[src/hdl/rqbe_pkg.sv]
// constants, field layouts and carrier types for the rx queue and early receive block
package rqbe_pkg;

	// register byte addresses
	localparam logic [31:0] Q1_CTRL_ADDR  = 32'h0000_0104;
	localparam logic [31:0] Q_CFG_ADDR    = 32'h0000_0108;
	localparam logic [31:0] ERT_ADDR      = 32'h0000_2008;
	localparam logic [31:0] ERT_STAT_ADDR = 32'h0000_200C;

	// rx_queue1_control field positions
	localparam int FREE_THR_LSB = 8;
	localparam int FMT_LSB      = 10;
	localparam int BUFFER_SIZE_CODE_LSB    = 16;
	localparam int SIZE_EXTENSION_BIT     = 25;
	localparam int RSV26_BIT    = 26;
	localparam int FLEX_LSB     = 27;

	// early_receive_threshold field positions
	localparam int ERT_THR_LSB = 0;
	localparam int ERT_EN_BIT  = 13;
	localparam int ERT_HI_LSB  = 15;

	// queue config and status field positions
	localparam int CFG_VMQ_BIT  = 0;
	localparam int CFG_RING_LSB = 16;
	localparam int ST_REQ_BIT   = 16;
	localparam int ST_EARLY_BIT = 17;
	localparam int ST_HIT_BIT   = 18;

	// values after reset
	localparam logic [31:0] Q1_CTRL_RST = 32'h0000_0000;
	localparam logic [31:0] ERT_RST     = 32'h0000_0000;
	localparam logic [15:0] RING_RST    = 16'h0000;

	// size arithmetic
	localparam int ERT_UNIT_SHIFT = 3;
	localparam int EXT_SHIFT      = 4;
	localparam int KB_SHIFT       = 10;
	localparam logic [15:0] BUF_2048 = 16'h0800;
	localparam logic [15:0] BUF_1024 = 16'h0400;
	localparam logic [15:0] BUF_512  = 16'h0200;
	localparam logic [15:0] BUF_256  = 16'h0100;

	localparam logic [1:0] FMT_LEGACY    = 2'h0;
	localparam logic [1:0] FMT_SPLIT     = 2'h1;
	localparam logic [1:0] HTRANS_NONSEQ = 2'h2;

	typedef struct packed {
		logic [3:0] flex;
		logic       rsv26;
		logic       size_extension;
		logic [1:0] buffer_size_code;
		logic [1:0] fmt;
		logic [1:0] free_thr;
	} rqbe_q1_ctrl_t;

	typedef struct packed {
		logic [6:0]  hi;
		logic        en;
		logic [12:0] thr;
	} rqbe_ert_t;

	typedef struct packed {
		logic        wr;
		logic        rd;
		logic [31:0] addr;
		logic [31:0] wdata;
	} rqbe_bus_t;

	typedef struct packed {
		logic [15:0] bytes;
		logic        valid;
		logic        split;
	} rqbe_size_t;

	typedef enum logic [1:0] {
		ST_IDLE = 2'b01,
		ST_REQ  = 2'b10
	} rqbe_state_t;

endpackage

[src/hdl/rqbe_ahb_slave.sv]
// ahb-lite slave front end: one wait state, registered read data, always okay
`timescale 1ns/1ps
module rqbe_ahb_slave (
	input  wire logic             sys_clk,
	input  wire logic             rstn,
	input  wire logic             hsel,
	input  wire logic [31:0]      haddr,
	input  wire logic [1:0]       htrans,
	input  wire logic             hwrite,
	input  wire logic [31:0]      hwdata,
	input  wire logic             hready,
	input  wire logic [31:0]      rdata,
	output rqbe_pkg::rqbe_bus_t   bus,
	output logic                  hreadyout,
	output logic                  hresp,
	output logic [31:0]           hrdata
);
	import rqbe_pkg::*;

	logic        pend_q;
	logic        write_q;
	logic [31:0] addr_q;

	always_ff @(posedge sys_clk) begin
		if (!rstn) begin
			pend_q    <= 1'b0;
			write_q   <= 1'b0;
			addr_q    <= 32'h0000_0000;
			hreadyout <= 1'b1;
		end else if (pend_q) begin
			pend_q    <= 1'b0;
			hreadyout <= 1'b1;
		end else if (hsel && hready && htrans == HTRANS_NONSEQ) begin
			pend_q    <= 1'b1;
			write_q   <= hwrite;
			addr_q    <= haddr;
			hreadyout <= 1'b0;
		end
	end

	always_ff @(posedge sys_clk) begin
		if (!rstn) begin
			hrdata <= 32'h0000_0000;
		end else if (pend_q && !write_q) begin
			hrdata <= rdata;
		end
	end

	always_ff @(posedge sys_clk) begin
		if (!rstn) begin
			hresp <= 1'b0;
		end else begin
			hresp <= 1'b0;
		end
	end

	always_comb begin
		bus.wr    = pend_q && write_q;
		bus.rd    = pend_q && !write_q;
		bus.addr  = addr_q;
		bus.wdata = hwdata;
	end

endmodule

[src/hdl/rqbe_size_dec.sv]
// queue one receive buffer size decode
`timescale 1ns/1ps
module rqbe_size_dec (
	input  rqbe_pkg::rqbe_q1_ctrl_t ctrl,
	output rqbe_pkg::rqbe_size_t    size
);
	import rqbe_pkg::*;

	logic [15:0] base;

	always_comb begin
		case (ctrl.buffer_size_code)
			2'h0: base = BUF_2048;
			2'h1: base = BUF_1024;
			2'h2: base = BUF_512;
			default: base = BUF_256;
		endcase
	end

	always_comb begin
		size = '0;
		if (ctrl.fmt == FMT_SPLIT) begin
			size.split = 1'b1;
			size.valid = 1'b1;
		end else if (ctrl.fmt == FMT_LEGACY) begin
			if (ctrl.flex != 4'h0) begin
				size.bytes = 16'(ctrl.flex) << KB_SHIFT;
				size.valid = 1'b1;
			end else if (!ctrl.size_extension) begin
				size.bytes = base;
				size.valid = 1'b1;
			end else if (ctrl.buffer_size_code != 2'h0) begin
				size.bytes = base << EXT_SHIFT;
				size.valid = 1'b1;
			end
		end
	end

endmodule

[src/hdl/rqbe_top.sv]
// queue one receive control, buffer sizing and early receive dma start logic
//
// Design decision made here: the AHB-Lite interface to the registers.
`timescale 1ns/1ps

module rqbe_top (
	input  wire logic        sys_clk,
	input  wire logic        rstn,
	input  wire logic        hsel,
	input  wire logic [31:0] haddr,
	input  wire logic [1:0]  htrans,
	input  wire logic        hwrite,
	input  wire logic [2:0]  hsize,
	input  wire logic [31:0] hwdata,
	input  wire logic        hready,
	output logic             hreadyout,
	output logic             hresp,
	output logic [31:0]      hrdata,
	input  wire logic [15:0] free_desc_count,
	input  wire logic        pkt_byte_vld,
	input  wire logic        pkt_last,
	input  wire logic        buf_other_data,
	input  wire logic        dma_gnt,
	output logic             pkt_ready,
	output logic             dma_req,
	output logic             dma_early,
	output logic             dma_go,
	output logic [15:0]      dma_len,
	output logic             desc_min_evt,
	output logic             q1_active,
	output logic [15:0]      q1_buf_bytes,
	output logic             q1_size_ok,
	output logic             q1_split_mode
);
	import rqbe_pkg::*;

	rqbe_bus_t      bus;
	logic [31:0]    rdata;
	rqbe_q1_ctrl_t  q1_q;
	rqbe_ert_t      ert_q;
	logic           vmq_q;
	logic [15:0]    ring_q;
	rqbe_size_t     size;
	logic           free_eq;
	logic           free_eq_q;
	logic           hit_q;
	rqbe_state_t    st_q;
	logic [15:0]    coll_q;
	logic [15:0]    sent_q;
	logic           done_q;
	logic           early_q;
	logic [15:0]    thr_bytes;
	logic           early_ok;
	logic           want_burst;
	logic           frame_close;

	// free fraction divisor as a shift; reserved code gives no match
	function automatic logic [2:0] free_shift(input logic [1:0] code);
		case (code)
			2'h0: free_shift = 3'd1;
			2'h1: free_shift = 3'd2;
			2'h2: free_shift = 3'd3;
			default: free_shift = 3'd0;
		endcase
	endfunction

	function automatic logic hit(input logic [31:0] a, input logic [31:0] ref_addr);
		hit = (a == ref_addr);
	endfunction

	rqbe_ahb_slave u_slave (
		.sys_clk   (sys_clk),
		.rstn      (rstn),
		.hsel      (hsel),
		.haddr     (haddr),
		.htrans    (htrans),
		.hwrite    (hwrite),
		.hwdata    (hwdata),
		.hready    (hready),
		.rdata     (rdata),
		.bus       (bus),
		.hreadyout (hreadyout),
		.hresp     (hresp),
		.hrdata    (hrdata)
	);

	rqbe_size_dec u_size (
		.ctrl (q1_q),
		.size (size)
	);

	// queue one control: only writable fields are stored
	always_ff @(posedge sys_clk) begin
		if (!rstn) begin
			q1_q <= {Q1_CTRL_RST[FLEX_LSB+:4], Q1_CTRL_RST[RSV26_BIT], Q1_CTRL_RST[SIZE_EXTENSION_BIT],
				Q1_CTRL_RST[BUFFER_SIZE_CODE_LSB+:2], Q1_CTRL_RST[FMT_LSB+:2],
				Q1_CTRL_RST[FREE_THR_LSB+:2]};
		end else if (bus.wr && hit(bus.addr, Q1_CTRL_ADDR)) begin
			q1_q.free_thr <= bus.wdata[FREE_THR_LSB+:2];
			q1_q.fmt      <= bus.wdata[FMT_LSB+:2];
			q1_q.buffer_size_code    <= bus.wdata[BUFFER_SIZE_CODE_LSB+:2];
			q1_q.size_extension     <= bus.wdata[SIZE_EXTENSION_BIT];
			q1_q.rsv26    <= bus.wdata[RSV26_BIT];
			q1_q.flex     <= bus.wdata[FLEX_LSB+:4];
		end
	end

	always_ff @(posedge sys_clk) begin
		if (!rstn) begin
			ert_q <= {ERT_RST[ERT_HI_LSB+:7], ERT_RST[ERT_EN_BIT], ERT_RST[ERT_THR_LSB+:13]};
		end else if (bus.wr && hit(bus.addr, ERT_ADDR)) begin
			ert_q.thr <= bus.wdata[ERT_THR_LSB+:13];
			ert_q.en  <= bus.wdata[ERT_EN_BIT];
			ert_q.hi  <= bus.wdata[ERT_HI_LSB+:7];
		end
	end

	always_ff @(posedge sys_clk) begin
		if (!rstn) begin
			vmq_q  <= 1'b0;
			ring_q <= RING_RST;
		end else if (bus.wr && hit(bus.addr, Q_CFG_ADDR)) begin
			vmq_q  <= bus.wdata[CFG_VMQ_BIT];
			ring_q <= bus.wdata[CFG_RING_LSB+:16];
		end
	end

	// read mux; unmapped bits read zero, reserved bit 26 of queue one control reads back as written
	always_comb begin
		rdata = 32'h0000_0000;
		if (hit(bus.addr, Q1_CTRL_ADDR)) begin
			rdata[FREE_THR_LSB+:2] = q1_q.free_thr;
			rdata[FMT_LSB+:2]      = q1_q.fmt;
			rdata[BUFFER_SIZE_CODE_LSB+:2]    = q1_q.buffer_size_code;
			rdata[SIZE_EXTENSION_BIT]        = q1_q.size_extension;
			rdata[RSV26_BIT]       = q1_q.rsv26;
			rdata[FLEX_LSB+:4]     = q1_q.flex;
		end else if (hit(bus.addr, ERT_ADDR)) begin
			rdata[ERT_THR_LSB+:13] = ert_q.thr;
			rdata[ERT_EN_BIT]      = ert_q.en;
			rdata[ERT_HI_LSB+:7]   = ert_q.hi;
		end else if (hit(bus.addr, Q_CFG_ADDR)) begin
			rdata[CFG_VMQ_BIT]      = vmq_q;
			rdata[CFG_RING_LSB+:16] = ring_q;
		end else if (hit(bus.addr, ERT_STAT_ADDR)) begin
			rdata[15:0]         = coll_q;
			rdata[ST_REQ_BIT]   = dma_req;
			rdata[ST_EARLY_BIT] = early_q;
			rdata[ST_HIT_BIT]   = hit_q;
		end
	end

	// queue one settings only steer the second queue in virtual queue mode
	always_ff @(posedge sys_clk) begin
		if (!rstn) begin
			q1_active     <= 1'b0;
			q1_buf_bytes  <= 16'h0000;
			q1_size_ok    <= 1'b0;
			q1_split_mode <= 1'b0;
		end else begin
			q1_active     <= vmq_q;
			q1_buf_bytes  <= vmq_q ? size.bytes : 16'h0000;
			q1_size_ok    <= vmq_q && size.valid;
			q1_split_mode <= vmq_q && size.split;
		end
	end

	// free fraction match: free * divisor == ring length
	always_comb begin
		free_eq = (free_shift(q1_q.free_thr) != 3'd0) && (ring_q != 16'h0000)
			&& ({3'b000, free_desc_count} << free_shift(q1_q.free_thr))
			== {3'b000, ring_q};
	end

	always_ff @(posedge sys_clk) begin
		if (!rstn) begin
			free_eq_q    <= 1'b0;
			desc_min_evt <= 1'b0;
		end else begin
			free_eq_q    <= free_eq;
			desc_min_evt <= vmq_q && free_eq && !free_eq_q;
		end
	end

	// sticky status copy; a new hit beats the write-one clear
	always_ff @(posedge sys_clk) begin
		if (!rstn) begin
			hit_q <= 1'b0;
		end else if (desc_min_evt) begin
			hit_q <= 1'b1;
		end else if (bus.wr && hit(bus.addr, ERT_STAT_ADDR) && bus.wdata[ST_HIT_BIT]) begin
			hit_q <= 1'b0;
		end
	end

	// early start decision, re-evaluated every cycle
	always_comb begin
		thr_bytes   = {ert_q.thr, 3'b000};
		early_ok    = (ert_q.thr != 13'h0000) && !buf_other_data
			&& (coll_q >= thr_bytes);
		want_burst  = (coll_q != sent_q) && (done_q || early_q || early_ok);
		frame_close = (st_q == ST_IDLE) && done_q && (coll_q == sent_q);
	end

	// frame tracking: bytes stored, bytes moved, end seen
	always_ff @(posedge sys_clk) begin
		if (!rstn) begin
			coll_q  <= 16'h0000;
			sent_q  <= 16'h0000;
			done_q  <= 1'b0;
			early_q <= 1'b0;
		end else if (frame_close) begin
			coll_q  <= 16'h0000;
			sent_q  <= 16'h0000;
			done_q  <= 1'b0;
			early_q <= 1'b0;
		end else begin
			if (pkt_byte_vld && pkt_ready) begin
				coll_q <= coll_q + 16'h0001;
				done_q <= pkt_last;
			end
			if (st_q == ST_REQ && dma_gnt) begin
				sent_q <= coll_q;
			end
			if (st_q == ST_IDLE && early_ok && !done_q) begin
				early_q <= 1'b1;
			end
		end
	end

	always_ff @(posedge sys_clk) begin
		if (!rstn) begin
			pkt_ready <= 1'b1;
		end else begin
			pkt_ready <= !(done_q || (pkt_byte_vld && pkt_ready && pkt_last)) || frame_close;
		end
	end

	// dma request handshake with the host bus arbiter
	always_ff @(posedge sys_clk) begin
		if (!rstn) begin
			st_q      <= ST_IDLE;
			dma_req   <= 1'b0;
			dma_early <= 1'b0;
			dma_go    <= 1'b0;
			dma_len   <= 16'h0000;
		end else begin
			dma_go <= 1'b0;
			case (st_q)
				ST_IDLE: begin
					if (want_burst) begin
						st_q      <= ST_REQ;
						dma_req   <= 1'b1;
						dma_early <= !done_q;
					end
				end
				ST_REQ: begin
					if (dma_gnt) begin
						st_q    <= ST_IDLE;
						dma_req <= 1'b0;
						dma_go  <= 1'b1;
						dma_len <= coll_q - sent_q;
					end
				end
				default: begin
					st_q    <= ST_IDLE;
					dma_req <= 1'b0;
				end
			endcase
		end
	end

	logic [15:0] pend_w;
	assign pend_w = coll_q - sent_q;
endmodule

[config.mk]
export PLATFORM = sky130hd
export DESIGN_NAME = rqbe_top
export DESIGN_NICKNAME = d
export VERILOG_FILES = /design/src/hdl/rqbe_pkg.sv /design/src/hdl/rqbe_ahb_slave.sv /design/src/hdl/rqbe_size_dec.sv /design/src/hdl/rqbe_top.sv
export SDC_FILE = /design/constraint.sdc
export NUM_CORES = 1
export LEC_CHECK = 0
export ABC_AREA = 1
export BUFFER_PORTS_ARGS = -buffer_cell sky130_fd_sc_hd__buf_2
export CAP_MARGIN = 40
export CELL_PAD_IN_SITES_DETAIL_PLACEMENT = 1
export CELL_PAD_IN_SITES_GLOBAL_PLACEMENT = 2
export CORE_UTILIZATION = 28
export CTS_BUF_LIST = sky130_fd_sc_hd__clkbuf_16
export DETAILED_ROUTE_END_ITERATION = 8
export GPL_TIMING_DRIVEN = 0
export HOLD_SLACK_MARGIN = 0.1
export PLACE_DENSITY = 0.8
export SETUP_SLACK_MARGIN = 0.3
export SYNTH_ARGS = -nofsm -noshare
export SYNTH_HDL_FRONTEND = slang
export SYNTH_HIERARCHICAL = 1
export SYNTH_SLANG_ARGS = --single-unit
[constraint.sdc]
create_clock -name sys_clk -period 1.9 [get_ports sys_clk]
set_input_delay 0.19 -clock sys_clk [delete_from_list [all_inputs] [get_ports sys_clk]]
set_output_delay 0.19 -clock sys_clk [all_outputs]
set_load 0.05 [all_outputs]
==> flow_summary.yaml <==
global_routing:
  grt_pass1_wl_um: 63500
  grt_max_degree: 20
  track_usage_pct: 21.7
  grt_pass1_vias: 11500
  grt_overflow: 0
  antenna_found_initial: 1
timing:
  grt_setup_unrepaired: "true"
  skew_ps: 20.0
  hold_viol: 0
  slew_headroom_pct: 35.4
  worst_pin_slew_ps: 970
  min_period_ps: 2060
  fmax_mhz: 487
  setup_slack_ps: -155
  drv_slew: 0
  layout_worst_path_cycle_share_pct: 108
  finalSetupTns_ps: -3150
  setup-violations-final: 50
detailed_routing:
  wl_per_cell_um: 18.1
  dr.pass1.iters: 5
  drtIter0Drc: 448
  vias: 11100
  post-route-drc-count: 0
  wl_um: 42700
  ant_nets: 0
  via_per_inst: 4.72
worst_setup_path:
  cp_max_fo: 7
  critPathLaunchType: "flip-flop"
  cp_slowest_cell: "dfxtp_4"
  critPathKind: "reg -> reg"
  crit_path_max_incr_delay_ps: 400
  cpMostUsedCell: "nand2_2"
  crit_path_end_kind: "flip-flop"
  cp.required_ps: 2260
  arrival_ps: 2420
  crit_chain: "ha_4, nand2_2, nor2_2, nand2_2, nor3_4, nand3_2, nand2_8, buf_6, buf_16, a21oi_4"
floorplan:
  coreArea_mm2: 0.0359
  ioPinCount: 168
  die_height_um: 194
  dieWidth_um: 194
  start_util_pct: 28.7
  dieArea_mm2: 0.0376
  rows: 69
power:
  switching_share_pct: 28.5
  p_switching_w: 0.00252
  p_int_w: 0.00633
  seq_power_share_pct: 46.7
  pwr_density_cell_mw_per_mm2: 546
  pwr-share-clk_pct: 41.0
  p_leak_nw: 7.10
  power_frac_comb_pct: 12.3
  ir_worst_vdd_mv: 0.685
clock_network:
  cts_htree_levels: 4
  clockRootBuffer: "clkbuf_16"
  cts_tree: "yes"
  clk_pin_slew_worst_paths_ps: 90
  clk_latency_ps: 470
  cts_made_buffers: 17
  cts.sink_count: 194
  cts_buffer_depth: 2
synthesis:
  synthCells: 1551
  netlist_area_mm2: 0.0103
  ys_warn_count: 6
  synth_area_per_cell_um2: 6.65
hold_path:
  holdCritPathClass: "in -> reg"
placement:
  portBuffers: 131
  place_ws_ps: -244
  dp_hpwl_um: 28200
  gp_congestion: 0.794
finish:
  final_common_cell: "nand2_1"
  diodes: 0
  syn_to_final_growth_pct: 57.0
  nets: 2017
  drive_gt1_share_pct: 39.0
  layout_common_cells: "301 x nand2_1, 222 x nor2_1, 170 x inv_1"
status:
  status: "finished, violations left"
  violations: "setup timing"
run:
  cap_violations: 0
==> sequential cells by signal (all words and copies together) (netlist names), 12 cells and up <==
signal,count
q1_q,12
q1_buf_bytes,16
dma_len,16
u_slave/addr_q,32
u_slave/hrdata,32
sent_q,16
ring_q,16
ert_q,21
coll_q,16
==> worst max-delay path, delay by kind of cell, from the launching register on <==
kind	cells	cell delay [ps]
fa+ha+maj	1	290
buf+inv	2	250
simple gates	6	960
compound gates	1	40
flops	1	400
==> what timing repair did <==
action,4_1_cts,5_1_grt
resized for setup,365,197
cloned,10,3
pin swaps,114,111
hold endpoints to repair,91,0
hold buffers,70,0
setup buffers,69,28
setup endpoints to repair,147,139
==> per-layer routing <==
layer  up-vias  global-route usage, %  part of all wire [%]
met5         -                      0                 0.026
met1      5366                   28.1                    46
met2       196                   36.5                    48
met3        62                   3.76                   3.3
met4         2                   6.55                   2.6
li1       5520                      -                     -
==> worst paths after layout <==
| kind | slack [ps] | endpoint | depth (start not counted) | from |
|---|---|---|---|---|
| max reg2reg | -160 | sent_q[3]$_SDFFE_PP0P_ | 10 | coll_q[13]$_SDFFE_PP0P_ |
| min reg2reg | 460 | hit_q$_SDFFE_PN0P_ | 2 | desc_min_evt$_SDFF_PN0_ |
| min | 150 | coll_q[7]$_SDFFE_PP0P_ | 5 | pkt_byte_vld |
| max | -160 | sent_q[3]$_SDFFE_PP0P_ | 10 | coll_q[13]$_SDFFE_PP0P_ |
==> final cells by class <==
cell class                 instances  area [µm²]
inverter                         195         773
multi-input combinational       1069        6910
clock buffer                      17         425
tap                              461         577
buffer                           101         845
fill                            4389       19700
sequential                       194        3980
clock inverter                    15         141
timing repair buffer             311        2550
==> per-stage QoR <==
step	instances	utilization, %	total power [W]	area [µm²]	hold WS, ps
6_report	2363	45.1	0.00885	16200	151
5_1_grt	2363	45.1	0.00918	16200	164
4_1_cts	2332	42.3	0.00880	15200	142
3_5_place_dp	2151	33.1	0.00495	11900	443
3_3_place_gp	2151	33.1	0.00494	11900	435
2_1_floorplan	1559	-	0.00470	10600	355
==> power by group through the flow <==
stage / clock [W] / sequential [W] / combinational (W)
2_1_floorplan: 0 / 0.00429 / 0.000409
3_3_place_gp: 0 / 0.00424 / 0.000700
3_5_place_dp: 0 / 0.00424 / 0.000707
4_1_cts: 0.00369 / 0.00413 / 0.000974
5_1_grt: 0.00386 / 0.00414 / 0.00118
6_report: 0.00363 / 0.00413 / 0.00109
(Power assumes the default switching activity.)
